## config.mk

```make
export PLATFORM = sky130hd
export DESIGN_NAME = mfgpio_top
export DESIGN_NICKNAME = d
export VERILOG_FILES = /design/src/rtl/mfgpio_pkg.sv /design/src/rtl/mfgpio_top.sv
export SDC_FILE = /design/constraint.sdc
export NUM_CORES = 1
export LEC_CHECK = 0
export ABC_AREA = 1
export BUFFER_PORTS_ARGS = -buffer_cell sky130_fd_sc_hd__buf_2
export CORE_MARGIN = 2
export CORE_UTILIZATION = 58
export CTS_BUF_LIST = sky130_fd_sc_hd__clkbuf_16
export DETAILED_ROUTE_END_ITERATION = 6
export GPL_TIMING_DRIVEN = 0
export PLACE_DENSITY = 0.86
export RECOVER_POWER = 50
export SETUP_SLACK_MARGIN = 0.1
export SLEW_MARGIN = 10
export SYNTH_ARGS = -nofsm -noshare
export SYNTH_HDL_FRONTEND = slang
export SYNTH_SLANG_ARGS = --single-unit
```

## constraint.sdc

```tcl
create_clock -name ref_clk -period 3.68 [get_ports ref_clk]
set_input_delay 0 -clock ref_clk [delete_from_list [all_inputs] [get_ports ref_clk]]
set_output_delay 0 -clock ref_clk [all_outputs]
set_load 0.03 [all_outputs]
```

## src/rtl/mfgpio_pkg.sv

```systemverilog
package mfgpio_pkg;
  localparam int unsigned NUM_PINS = 4;
  // register indices as printed; byte address is four times the index
  localparam logic [15:0] PIN3_CONTROL_IDX = 16'h403A;
  localparam logic [15:0] PIN4_CONTROL_IDX = 16'h403B;
  localparam logic [15:0] PIN5_CONTROL_IDX = 16'h403C;
  localparam logic [15:0] PIN6_CONTROL_IDX = 16'h403D;
  localparam logic [15:0] IRQ_STATUS_IDX   = 16'h4050;
  localparam logic [15:0] IRQ_MASK_IDX     = 16'h4051;
  localparam logic [15:0] PIN_LEVEL_IDX    = 16'h4052;
  // field positions
  localparam int unsigned DIR_BIT      = 15;
  localparam int unsigned PULL_HI      = 14;
  localparam int unsigned PULL_LO      = 13;
  localparam int unsigned EDGE_BIT     = 12;
  localparam int unsigned DOMAIN_BIT   = 11;
  localparam int unsigned POL_BIT      = 10;
  localparam int unsigned OD_BIT       = 9;
  localparam int unsigned LEVEL_BIT    = 8;
  localparam int unsigned ENA_BIT      = 7;
  localparam int unsigned FN_HI        = 3;
  localparam logic [15:0] CTRL_WMASK   = 16'hFF8F;
  // reset values: input, pull-down, active high, disabled (pin 6 enabled)
  localparam logic [15:0] CTRL_RST     = 16'hA400;
  localparam logic [15:0] CTRL_RST_P6  = 16'hA480;
  localparam logic [1:0]  PULL_NONE    = 2'h0;
  localparam logic [1:0]  PULL_DOWN    = 2'h1;
  localparam logic [1:0]  PULL_UP      = 2'h2;
  // debounce lengths in microseconds, as cycles at 100 MHz
  localparam int unsigned CLK_MHZ        = 100;
  localparam int unsigned SHORT_DEB_US   = 1;
  localparam int unsigned LONG_DEB_US    = 40;
  localparam int unsigned SHORT_DEB_CYC  = SHORT_DEB_US * CLK_MHZ;
  localparam int unsigned LONG_DEB_CYC   = LONG_DEB_US * CLK_MHZ;

  typedef enum logic [3:0] {
    FN_IN_LONG = 4'h0, FN_IN = 4'h1, FN_PWR_ONOFF = 4'h2, FN_SLEEP_WAKE = 4'h3,
    FN_SLEEP_WAKE_L = 4'h4, FN_SLEEP = 4'h5, FN_PWR_ON = 4'h6, FN_WDOG = 4'h7,
    FN_VS1 = 4'h8, FN_VS2 = 4'h9, FN_HWEN1 = 4'hA, FN_HWEN2 = 4'hB,
    FN_HWCTL1 = 4'hC, FN_HWCTL2 = 4'hD, FN_HWCTL1_L = 4'hE, FN_HWCTL2_L = 4'hF
  } mfgpio_infn_e;

  // requests routed from input pins, one bit per source
  typedef struct packed {
    logic hwCtl2;
    logic hwCtl1;
    logic hwEn2;
    logic hwEn1;
    logic voltageScaleInputTwo;
    logic voltageScaleInputOne;
    logic watchdogReset;
    logic powerOn;
    logic sleepReq;
    logic sleepWake;
    logic powerOnOff;
  } mfgpio_req_s;

  // internal sources selectable on output pins
  typedef struct packed {
    logic auxReset;
    logic extPowerClk2m;
    logic converterPowerOk;
    logic systemSupplyGood;
    logic extPowerEn2;
    logic extPowerEn1;
    logic dvsDone2;
    logic dvsDone1;
    logic powerStateChange;
    logic sleepState;
    logic onState;
    logic osc32k;
  } mfgpio_src_s;
endpackage : mfgpio_pkg

```

## src/rtl/mfgpio_top.sv

```systemverilog
`timescale 1ns/1ps
// Operation
// - pull field 14:13: 00 none, 01 pull-down (reset), 10 pull-up, 11 reserved
// - edge mode 0: single edge, rising if polarity 1, falling if 0
// - edge mode 1: interrupt on both edges regardless of polarity
// - pin 3 domain bit: 0 digital I/O supply, 1 always-on supply
// - pins 4 to 6 domain bit: 0 digital I/O supply, 1 system supply
// - polarity bit 10: 0 inverted active low, 1 active high (reset)
// - bit 9: 0 push-pull output (reset), 1 open-drain output
// - enable bit 7: 0 tri-states pin; resets 0 for pins 3-5, 1 for pin 6
// - direction bit 15: 1 input (reset), 0 output; codes 0/1 plain input
// - input codes 2-7 route to power, sleep, wake, power-on, watchdog
// - input codes 8-15 route to scaling, hw enable, hw control inputs
// - output codes 0-4: gpio level, 32k clock, on, sleep, state change
// - output codes 8-15: dvs done, ext enables, supply good, clock, reset
module mfgpio_top
  import mfgpio_pkg::*;
(
  input  wire logic              ref_clk,
  input  wire logic              rst_b,
  input  wire logic              clkEn,
  input  wire logic [31:0]       s_axi_awaddr,
  input  wire logic              s_axi_awvalid,
  output logic                   s_axi_awready,
  input  wire logic [31:0]       s_axi_wdata,
  input  wire logic [3:0]        s_axi_wstrb,
  input  wire logic              s_axi_wvalid,
  output logic                   s_axi_wready,
  output logic [1:0]             s_axi_bresp,
  output logic                   s_axi_bvalid,
  input  wire logic              s_axi_bready,
  input  wire logic [31:0]       s_axi_araddr,
  input  wire logic              s_axi_arvalid,
  output logic                   s_axi_arready,
  output logic [31:0]            s_axi_rdata,
  output logic [1:0]             s_axi_rresp,
  output logic                   s_axi_rvalid,
  input  wire logic              s_axi_rready,
  input  wire logic [3:0]        pinIn,
  output logic [3:0]             pinOut,
  output logic [3:0]             pinOe,
  output logic [3:0]             pullUpEn,
  output logic [3:0]             pullDownEn,
  output logic                   pin3AlwaysOnDomain,
  output logic [2:0]             pinSystemDomain,
  input  wire mfgpio_src_s       srcIn,
  output mfgpio_req_s            reqOut,
  output logic                   irq
);

  function automatic logic [31:0] idx2addr(input logic [15:0] idx);
    idx2addr = {14'h0000, idx, 2'h0};
  endfunction : idx2addr

  function automatic logic isLongFn(input logic [3:0] fn);
    isLongFn = (fn == FN_IN_LONG) || (fn == FN_SLEEP_WAKE_L) ||
               (fn == FN_HWCTL1_L) || (fn == FN_HWCTL2_L);
  endfunction : isLongFn

  function automatic logic [12:0] debLimit(input logic [3:0] fn);
    debLimit = isLongFn(fn) ? 13'(LONG_DEB_CYC - 1) : 13'(SHORT_DEB_CYC - 1);
  endfunction : debLimit

  // a pin listens only while enabled and set as input
  function automatic logic isListening(input logic [15:0] ctrl);
    isListening = ctrl[ENA_BIT] && ctrl[DIR_BIT];
  endfunction : isListening

  function automatic logic isDriving(input logic [15:0] ctrl);
    isDriving = ctrl[ENA_BIT] && !ctrl[DIR_BIT];
  endfunction : isDriving

  // status and level are read-only, so writes there are refused
  function automatic logic isWritable(input logic [2:0] sel);
    isWritable = (sel < 3'h4) || (sel == 3'h5);
  endfunction : isWritable

  // decode returns 0..3 for pins, 4 status, 5 mask, 6 level, 7 unmapped
  function automatic logic [2:0] decode(input logic [31:0] a);
    if (a == idx2addr(PIN3_CONTROL_IDX)) decode = 3'h0;
    else if (a == idx2addr(PIN4_CONTROL_IDX)) decode = 3'h1;
    else if (a == idx2addr(PIN5_CONTROL_IDX)) decode = 3'h2;
    else if (a == idx2addr(PIN6_CONTROL_IDX)) decode = 3'h3;
    else if (a == idx2addr(IRQ_STATUS_IDX)) decode = 3'h4;
    else if (a == idx2addr(IRQ_MASK_IDX)) decode = 3'h5;
    else if (a == idx2addr(PIN_LEVEL_IDX)) decode = 3'h6;
    else decode = 3'h7;
  endfunction : decode

  logic [15:0] ctrl_r [NUM_PINS];
  logic [3:0]  irqStatus_r;
  logic [3:0]  irqMask_r;
  logic [3:0]  sync1_r, sync2_r, sync3_r;
  logic [3:0]  level_r;
  logic [12:0] debCnt_r [NUM_PINS];
  logic [3:0]  edgeHit;
  logic        statusRead;

  // write channel: address and data latched independently
  // ready is a one-cycle pulse, so a valid held by the master is taken once
  logic [31:0] awAddr_r;
  logic        awHave_r;
  logic [31:0] wData_r;
  logic [3:0]  wStrb_r;
  logic        wHave_r;
  logic [2:0]  wSel;

  assign wSel = decode(awAddr_r);

  always_ff @(posedge ref_clk or negedge rst_b) begin
    if (!rst_b) begin
      awAddr_r      <= 32'h0000_0000;
      awHave_r      <= 1'b0;
      wData_r       <= 32'h0000_0000;
      wStrb_r       <= 4'h0;
      wHave_r       <= 1'b0;
      s_axi_awready <= 1'b0;
      s_axi_wready  <= 1'b0;
      s_axi_bvalid  <= 1'b0;
      s_axi_bresp   <= 2'h0;
    end else if (clkEn) begin
      s_axi_awready <= !awHave_r && !s_axi_awready && !s_axi_bvalid && s_axi_awvalid;
      s_axi_wready  <= !wHave_r && !s_axi_wready && !s_axi_bvalid && s_axi_wvalid;
      if (s_axi_awvalid && s_axi_awready) begin
        awAddr_r <= s_axi_awaddr;
        awHave_r <= 1'b1;
      end
      if (s_axi_wvalid && s_axi_wready) begin
        wData_r <= s_axi_wdata;
        wStrb_r <= s_axi_wstrb;
        wHave_r <= 1'b1;
      end
      if (awHave_r && wHave_r && !s_axi_bvalid) begin
        s_axi_bvalid <= 1'b1;
        s_axi_bresp  <= isWritable(wSel) ? 2'h0 : 2'h2;
        awHave_r     <= 1'b0;
        wHave_r      <= 1'b0;
      end else if (s_axi_bvalid && s_axi_bready) begin
        s_axi_bvalid <= 1'b0;
      end
    end
  end

  logic doWrite;
  assign doWrite = clkEn && awHave_r && wHave_r && !s_axi_bvalid;

  // control registers; reserved bits 6:4 stay zero, bit 8 holds the output level
  always_ff @(posedge ref_clk or negedge rst_b) begin
    if (!rst_b) begin
      for (int i = 0; i < NUM_PINS - 1; i++) begin
        ctrl_r[i] <= CTRL_RST;
      end
      ctrl_r[NUM_PINS-1] <= CTRL_RST_P6;
    end else if (doWrite && wSel < 3'h4) begin
      for (int b = 0; b < 2; b++) begin
        if (wStrb_r[b]) begin
          ctrl_r[wSel[1:0]][b*8 +: 8] <= wData_r[b*8 +: 8] & CTRL_WMASK[b*8 +: 8];
        end
      end
    end
  end

  // mask bit i lets the status bit of pin i+3 reach irq
  always_ff @(posedge ref_clk or negedge rst_b) begin
    if (!rst_b) begin
      irqMask_r <= 4'h0;
    end else if (doWrite && wSel == 3'h5 && wStrb_r[0]) begin
      irqMask_r <= wData_r[3:0];
    end
  end

  // read channel
  // a status read clears on the address handshake; the data keeps the old bits
  logic [2:0] rSel;
  assign rSel = decode(s_axi_araddr);

  always_ff @(posedge ref_clk or negedge rst_b) begin
    if (!rst_b) begin
      s_axi_arready <= 1'b0;
      s_axi_rvalid  <= 1'b0;
      s_axi_rdata   <= 32'h0000_0000;
      s_axi_rresp   <= 2'h0;
    end else if (clkEn) begin
      s_axi_arready <= s_axi_arvalid && !s_axi_arready && !s_axi_rvalid;
      if (s_axi_arvalid && s_axi_arready) begin
        s_axi_rvalid <= 1'b1;
        s_axi_rresp  <= (rSel == 3'h7) ? 2'h2 : 2'h0;
        case (rSel)
          3'h0, 3'h1, 3'h2, 3'h3: s_axi_rdata <= {16'h0000, ctrl_r[rSel[1:0]]};
          3'h4: s_axi_rdata <= {28'h0000000, irqStatus_r};
          3'h5: s_axi_rdata <= {28'h0000000, irqMask_r};
          3'h6: s_axi_rdata <= {28'h0000000, level_r};
          default: s_axi_rdata <= 32'h0000_0000;
        endcase
      end else if (s_axi_rvalid && s_axi_rready) begin
        s_axi_rvalid <= 1'b0;
      end
    end
  end

  assign statusRead = clkEn && s_axi_arvalid && s_axi_arready && rSel == 3'h4;

  // three-stage synchroniser; stage 1 feeds only stage 2
  always_ff @(posedge ref_clk or negedge rst_b) begin
    if (!rst_b) begin
      sync1_r <= 4'h0;
      sync2_r <= 4'h0;
      sync3_r <= 4'h0;
    end else if (clkEn) begin
      sync1_r <= pinIn;
      sync2_r <= sync1_r;
      sync3_r <= sync2_r;
    end
  end

  // debounce: filtered level follows only after a stable run of the chosen length
  // any glitch restarts the count: latency is traded for noise immunity
  always_ff @(posedge ref_clk or negedge rst_b) begin
    if (!rst_b) begin
      level_r <= 4'h0;
      for (int i = 0; i < NUM_PINS; i++) begin
        debCnt_r[i] <= 13'h0000;
      end
    end else if (clkEn) begin
      for (int i = 0; i < NUM_PINS; i++) begin
        if (sync2_r[i] != sync3_r[i] || sync3_r[i] == level_r[i]) begin
          debCnt_r[i] <= 13'h0000;
        end else if (debCnt_r[i] >= debLimit(ctrl_r[i][FN_HI:0])) begin
          level_r[i]  <= sync3_r[i];
          debCnt_r[i] <= 13'h0000;
        end else begin
          debCnt_r[i] <= debCnt_r[i] + 13'h0001;
        end
      end
    end
  end

  // edge qualification on the filtered level
  logic [3:0] levelPrev_r;
  always_ff @(posedge ref_clk or negedge rst_b) begin
    if (!rst_b) begin
      levelPrev_r <= 4'h0;
    end else if (clkEn) begin
      levelPrev_r <= level_r;
    end
  end

  always_comb begin
    for (int i = 0; i < NUM_PINS; i++) begin
      logic rise, fall;
      rise = level_r[i] && !levelPrev_r[i];
      fall = !level_r[i] && levelPrev_r[i];
      if (ctrl_r[i][EDGE_BIT]) begin
        edgeHit[i] = rise || fall;
      end else begin
        edgeHit[i] = ctrl_r[i][POL_BIT] ? rise : fall;
      end
      edgeHit[i] = edgeHit[i] && isListening(ctrl_r[i]);
    end
  end

  // set wins over the read-clear
  always_ff @(posedge ref_clk or negedge rst_b) begin
    if (!rst_b) begin
      irqStatus_r <= 4'h0;
    end else if (clkEn) begin
      irqStatus_r <= (statusRead ? 4'h0 : irqStatus_r) | edgeHit;
    end
  end

  // built from the stored status and the live edge hits, registered, so irq trails a read-clear by one cycle
  always_ff @(posedge ref_clk or negedge rst_b) begin
    if (!rst_b) begin
      irq <= 1'b0;
    end else if (clkEn) begin
      irq <= |((irqStatus_r | edgeHit) & irqMask_r);
    end
  end

  // input routing: logical level after polarity, per pin
  // pins that share a code are ORed into one request
  mfgpio_req_s reqNxt;
  always_comb begin
    reqNxt = '0;
    for (int i = 0; i < NUM_PINS; i++) begin
      logic act;
      act = (level_r[i] == ctrl_r[i][POL_BIT])
            && isListening(ctrl_r[i]);
      case (ctrl_r[i][FN_HI:0])
        FN_PWR_ONOFF:                   reqNxt.powerOnOff = reqNxt.powerOnOff | act;
        FN_SLEEP_WAKE, FN_SLEEP_WAKE_L: reqNxt.sleepWake = reqNxt.sleepWake | act;
        FN_SLEEP:                       reqNxt.sleepReq = reqNxt.sleepReq | act;
        FN_PWR_ON:                      reqNxt.powerOn = reqNxt.powerOn | act;
        FN_WDOG:                        reqNxt.watchdogReset = reqNxt.watchdogReset | act;
        FN_VS1: reqNxt.voltageScaleInputOne = reqNxt.voltageScaleInputOne | act;
        FN_VS2: reqNxt.voltageScaleInputTwo = reqNxt.voltageScaleInputTwo | act;
        FN_HWEN1:                 reqNxt.hwEn1 = reqNxt.hwEn1 | act;
        FN_HWEN2:                 reqNxt.hwEn2 = reqNxt.hwEn2 | act;
        FN_HWCTL1, FN_HWCTL1_L:   reqNxt.hwCtl1 = reqNxt.hwCtl1 | act;
        FN_HWCTL2, FN_HWCTL2_L:   reqNxt.hwCtl2 = reqNxt.hwCtl2 | act;
        default: ; // codes 0 and 1 are plain inputs, seen only in the level and status registers
      endcase
    end
  end

  always_ff @(posedge ref_clk or negedge rst_b) begin
    if (!rst_b) begin
      reqOut <= '0;
    end else if (clkEn) begin
      reqOut <= reqNxt;
    end
  end

  // output selection; reserved codes 5-7 drive the inactive level
  logic [3:0] outNxt, oeNxt;
  always_comb begin
    for (int i = 0; i < NUM_PINS; i++) begin
      logic val;
      val = 1'b0;
      case (ctrl_r[i][FN_HI:0])
        4'h0: val = ctrl_r[i][LEVEL_BIT];
        4'h1: val = srcIn.osc32k;
        4'h2: val = srcIn.onState;
        4'h3: val = srcIn.sleepState;
        4'h4: val = srcIn.powerStateChange;
        4'h8: val = srcIn.dvsDone1;
        4'h9: val = srcIn.dvsDone2;
        4'hA: val = srcIn.extPowerEn1;
        4'hB: val = srcIn.extPowerEn2;
        4'hC: val = srcIn.systemSupplyGood;
        4'hD: val = srcIn.converterPowerOk;
        4'hE: val = srcIn.extPowerClk2m;
        4'hF: val = srcIn.auxReset;
        default: val = 1'b0;
      endcase
      val = ctrl_r[i][POL_BIT] ? val : !val;
      if (!isDriving(ctrl_r[i])) begin
        oeNxt[i]  = 1'b0;
        outNxt[i] = 1'b0;
      end else if (ctrl_r[i][OD_BIT]) begin
        oeNxt[i]  = !val;
        outNxt[i] = 1'b0;
      end else begin
        oeNxt[i]  = 1'b1;
        outNxt[i] = val;
      end
    end
  end

  // pin-facing outputs are registered, so source clocks reach the pad one cycle late
  always_ff @(posedge ref_clk or negedge rst_b) begin
    if (!rst_b) begin
      pinOut             <= 4'h0;
      pinOe              <= 4'h0;
      pullUpEn           <= 4'h0;
      pullDownEn         <= 4'h0;
      pin3AlwaysOnDomain <= 1'b0;
      pinSystemDomain    <= 3'h0;
    end else if (clkEn) begin
      pinOut <= outNxt;
      pinOe  <= oeNxt;
      for (int i = 0; i < NUM_PINS; i++) begin
        pullUpEn[i]   <= ctrl_r[i][PULL_HI:PULL_LO] == PULL_UP;
        pullDownEn[i] <= ctrl_r[i][PULL_HI:PULL_LO] == PULL_DOWN;
      end
      // domain outputs only steer pad supplies; no logic here reads them
      pin3AlwaysOnDomain <= ctrl_r[0][DOMAIN_BIT];
      for (int i = 1; i < NUM_PINS; i++) begin
        pinSystemDomain[i-1] <= ctrl_r[i][DOMAIN_BIT];
      end
    end
  end

endmodule : mfgpio_top

```

### Word level (Yosys, flattened, before mapping)

Cells that the tools add are included.

* bits in registers: 269
* logic and storage cells: 463
* output and inout bits: 73
* input bits: 124

* reductions and logical operators: 132
* bitwise operators: 42
* mux-type cells: 126
* add/sub/neg operators: 4
* order comparisons: 8
* equality and inequality tests: 102

Operator list (number)
* 32-bit by 17-bit == test with 1-bit output (second input constant): 14
* 64-bit 2-to-1 mux: 3
* 64-bit bitwise mux: 2
* 4-bit == test (second input constant): 32
* 13-bit 2-to-1 mux: 8
* 1-bit 2-to-1 mux: 82
* 16-bit demux with 2-bit select: 2
* 4-bit by 3-bit == test with 1-bit output (second input constant): 16
* 16-bit one-hot mux with 4 select lines: 1
* 13-bit by 1-bit adder with 13-bit output (second input constant): 4
* 13-bit by 12-bit >= comparator with 1-bit output: 4
* 1-bit one-hot mux with 13 select lines: 4
* 1-bit logical AND: 49
* 12-bit 2-to-1 mux: 4
* 16-bit 2-to-1 mux: 3
* 1-bit OR: 33
* 16-bit binary-select mux with 2-bit select: 1
* 4-bit by 2-bit == test with 1-bit output (second input constant): 8
* 3-bit 2-to-1 mux: 10
* 1-bit zero test: 27
* 2-bit OR reduction: 12
* 1-bit logical OR: 21
* 4-bit by 1-bit == test with 1-bit output (second input constant): 4
* 4-bit zero test: 4
* other kinds (22): 66

### Depth between registers and ports, before layout

* depth in word-level cells: 18
* gate-level depth with buffers: 17
* gate-level depth less buffers: 16

### Least setup slack after synthesis

OpenSTA, ideal clock, no wires.

* path type: register to register
* start point: reg ctrl_r[50] in the netlist's numbering
* end point: reg debCnt_r[39] in the netlist's numbering
* slack: 1063 ps
* buffers on the path: 1
* library setup time: 139 ps
* data arrival time: 2478 ps
* stages on the path, launching flop included: 11
* required time: 3541 ps
* period minus slack after synthesis: 2617 ps
* cells stage by stage: dfrtp_1 -> nand2_1 -> inv_1 -> o22ai_1 -> inv_1 -> ha_1 -> nand4_1 -> or4_1 -> nand3_1 -> clkbuf_1 -> mux2i_1

* longest elaborated chain between the ends: 8
* elaborated cells on any way between the ends: 11
* those cells by class: order compare (1); eq/ne (3); mux (3); reduce/logical (4)

RTL lines
* start, declared: line mfgpio_top.sv:90 `logic [15:0] ctrl_r [NUM_PINS];`
* start signal, assigned by index: line mfgpio_top.sv:157 `ctrl_r[wSel[1:0]][b*8 +: 8] <= wData_r[b*8 +: 8] & CTRL_WMASK[b*8 +: 8];`
* 4-bit by 3-bit == test with 1-bit output / 4-bit zero test (equally long branches): line mfgpio_top.sv:56 `isLongFn = (fn == FN_IN_LONG) || (fn == FN_SLEEP_WAKE_L) ||`
* 1-bit logical OR (2 in series): line mfgpio_top.sv:56
* 1-bit logical OR (*): line mfgpio_top.sv:57 `(fn == FN_HWCTL1_L) || (fn == FN_HWCTL2_L);`
* 12-bit 2-to-1 mux (*): line mfgpio_top.sv:61 `debLimit = isLongFn(fn) ? 13'(LONG_DEB_CYC - 1) : 13'(SHORT_DEB_CYC - 1);`
* 13-bit by 12-bit >= comparator with 1-bit output (*): line mfgpio_top.sv:228 `end else if (debCnt_r[i] >= debLimit(ctrl_r[i][FN_HI:0])) begin`
* 13-bit 2-to-1 mux (*): line mfgpio_top.sv:228
* 13-bit 2-to-1 mux (*): line mfgpio_top.sv:226 `if (sync2_r[i] != sync3_r[i] || sync3_r[i] == level_r[i]) begin`
* end signal, assigned by index: line mfgpio_top.sv:232 `debCnt_r[i] <= debCnt_r[i] + 13'h0001;`
* end, declared: line mfgpio_top.sv:95 `logic [12:0] debCnt_r [NUM_PINS];`

Mark *: on every way between the ends. The rest lies on a longest branch, timed or not.
A chain may end at the register's enable or synchronous reset.

### Worst setup path in the final report

* start point: reg ctrl_r[16] in the netlist's numbering
* end point: reg debCnt_r[22] in the netlist's numbering

Same word-level chain as after synthesis.

==> flow_summary.yaml <==
outcome:
  status: "finished with violations"
  violations: "capacitance limit, slew limit"
finish:
  nets: 2262
  diodes: 0
  areaGrowthSynthToFinish_pct: 20.48
  fin_cells: 2425
  drive_gt1_share_pct: 12.73
clock_tree:
  clk_latency_ns: 0.54
  clkTransAtPathRegs_ns: 0.06
  h-tree-depth: 1
  root_buffer: "clkbuf_16"
  clock_sinks: 233
  tritoncts: "yes"
  cts_buffers: 26
  cts_buffer_depth: 3
  cts_setup_buffers: 0
routing:
  num_vias: 13940
  drt_pass1_iterations: 6
  antenna_left: 0
  drc_errors: 0
  drt_wl_total_microns: 42560
  post_drt_wl_per_cell_microns: 17.55
  avgViaCountPerCell: 5.748
  drt_iter0_markers: 1552
global_route:
  antenna_found_initial: 0
  grt_pass1_wl_microns: 68210
  grt_max_degree: 107
  grt_usage_pct: 34.62
  grt_pass1_vias: 13630
  overflow: 0
floorplan:
  die_w_microns: 157.2
  initial_core_util_pct: 58.49
  fp.dieH_microns: 157.2
  num_rows: 56
  io_pins: 197
  dieArea_sq_um: 24700
  coreArea_sq_um: 23260
synthesis:
  synth.distinct_cells: 57
  synth.ff_latch_count: 233
  yosys.area.top_type: "dfrtp_1"
  syn_area_sq_um: 13610
  ys_dominant_reg_cell: "dfrtp_1"
  ys_async_sr_fraction_pct: 100.0
  synth.area.top_cells: "dfrtp_1 40%, nand2_1 16%, inv_1 5.5%"
  synth_area_per_cell_sq_um: 7.493
  yosysSeqAreaShare_pct: 42.97
  synth.top_cell.area_share_pct: 40.46
  syn_inst: 1816
  synth_edf_count: 0
  ys_warn_count: 0
sta:
  setup_slack_ns: 0.2604
  maxSlewViolCount: 151
  relSlewSlack_pct: -81.08
  worst_pin_slew_ns: 2.716
  hold_viol_final: 0
  period_share_pct: 92.92
  period_minus_slack_ns: 3.420
  clock.fmax_mhz: 292.4
  whs_ns: 0.1382
  rsz0062_at_grt: "no"
  skew_ns: 0.01808
  setup_tns_ns: 0
  setup-violations-final: 0
power:
  netSwitchingPower_mw: 2.196
  powerDensity_nw_per_um2: 427.4
  p_int_mw: 4.811
  sequentialPowerShare_pct: 45.2
  ir_worst_vdd_mv: 0.4474
  pwr-share-clk_pct: 37.4
  p_total_mw: 7.007
  leakage_nw: 8.062
  switching_share_pct: 31.34
  pwr-share-comb_pct: 17.4
flow_run:
  drv_cap: 2
setup_path:
  worstPathMaxFanout: 8
  cp-start-kind: "flip-flop"
  cp.required_ns: 4.10
  cp.arrival_ns: 3.84
  worst-setup-path-type: "flip-flop to flip-flop"
  cp-end-kind: "flip-flop"
  rrSetupSlack_ns: 0.26
placed_design:
  dp.cells: 2310
  hpwl_microns: 29450
  dp_slack_ns: -0.1267
  numPortBuffers: 153
  gp_congestion: 0.9338
hold_path:
  hold_path.class: "input pin to flip-flop"
-- synthesized netlist by cell type, drive strengths merged, types with 8 or more instances --
master and count:
o22ai 33, ha 52, a31oi 10, a21oi 54, nor3 30, xnor2 8, xor2 16, buf 37
nand3 90, o21ai 171, dfrtp 220, dfstp 13, nand4 51, nor2 150, nor4 10, nand2 571
clkbuf 26, inv 209, o31ai 15
-- path summary, 6_finish.rpt --
path                       cells after the start       startpoint        endpoint
setup / recovery                              11       ctrl_r[16]    debCnt_r[22]
hold / removal                                 6  s_axi_araddr[4]  s_axi_rresp[1]
setup reg to reg                              11       ctrl_r[16]    debCnt_r[22]
hold reg to reg                                2       sync1_r[3]      sync1_r[3]
max in group asynchronous                      3            rst_b     awAddr_r[0]
min in group asynchronous                      3            rst_b       reqOut[2]
-- layout by cell type, fill, tap and decap left out, types with 4 or more instances in the layout --
master and count:
buf_1 4, inv_2 11, o21ai_0 136, a211oi_1 4, nand4_1 48, clkbuf_1 53
nor2_4 6, nor3_1 26, a31oi_1 10, o21ai_2 8, dfrtp_1 220, xor2_1 16
nor4_1 9, a21o_1 4, nand2_2 8, conb_1 21, xnor2_1 8, o21ai_1 27
clkinv_1 5, buf_4 21, ha_1 52, dfstp_2 13, dlygate4sd3_1 66, nor3_2 4
o22ai_1 30, inv_1 202, nand3_1 87, buf_2 137, clkbuf_16 26, clkinv_2 6
a221oi_1 5, nor2_1 142, nand2_1 563, a32oi_1 4, o31ai_1 15, a21oi_1 53
-- power by group through the flow --
stage	Combinational (mW)	Clock, mW	Sequential, mW
6_report	1.22	2.62	3.17
5_1_grt	1.35	2.73	3.20
4_1_cts	1.16	2.62	3.14
3_5_place_dp	1.04	0	3.18
3_3_place_gp	0.993	0	3.17
2_1_floorplan	0.636	0	3.18
-- registers in the layout, summed over array words and instances (netlist names), 4 cells and up --
name and count:
sync1_r 4, debCnt_r 52, sync2_r 4, irqMask_r 4, awAddr_r 32, pullDownEn 4, reqOut 11, level_r 4
ctrl_r 52, pinOut 4, s_axi_rdata 13, levelPrev_r 4, irqStatus_r 4, pullUpEn 4, pinOe 4, wData_r 13
sync3_r 4
-- cell families after synthesis --
kind of cell,Yosys count,synth area share [%]
mux,2,0.1471
compound gates,320,13.54
fa+ha+maj,52,4.782
simple gates,911,28.67
flops,233,42.97
xor+xnor,24,1.545
buf+inv,273,8.313
other cells,1,0.02756
-- stage by stage --
stage / area, sq um / util (%)
floorplan: 13680 / -
global placement: 14850 / 63.82
detailed placement: 14910 / 64.10
CTS: 16460 / 70.75
global route: 16390 / 70.47
finish: 16390 / 70.47
-- layer usage --
| layer | vias to the layer above | track usage [%] | routed length (microns) |
|---|---|---|---|
| met5 | - | 0 | 0 |
| met4 | 0 | 14.29 | 1620 |
| met3 | 136 | 5.341 | 3291 |
| met2 | 716 | 60.59 | 21170 |
| met1 | 6587 | 42.77 | 16480 |
| li1 | 6501 | - | - |
-- cell type report --
cell class,count,area (sq um)
flip-flops and latches,233,5847
fillers,1821,6869
multi-input cells,1330,6735
inverters,210,788.3
repair buffers,222,1431
clock inverters,22,200.2
clock buffers,26,650.6
plain buffers,63,341.6
well taps,319,399.1
-- critical path, stage by stage (launching register included) --
cell,delay (ns)
dfrtp_1,0.44
inv_1,0.21
nand2_1,0.20
a22oi_2,0.42
inv_1,0.28
ha_1,0.39
a21o_1,0.17
a211oi_1,0.20
nand4_1,0.40
nor2_4,0.35
nand3_1,0.10
o21ai_0,0.12
-- repair_timing --
item,in CTS,in global routing
endpoints found under the hold margin,208,0
resized for setup,2,4
hold buffers,67,0
endpoints found under the setup margin,8,31
No activity file was read; power rests on OpenSTA's default activity.
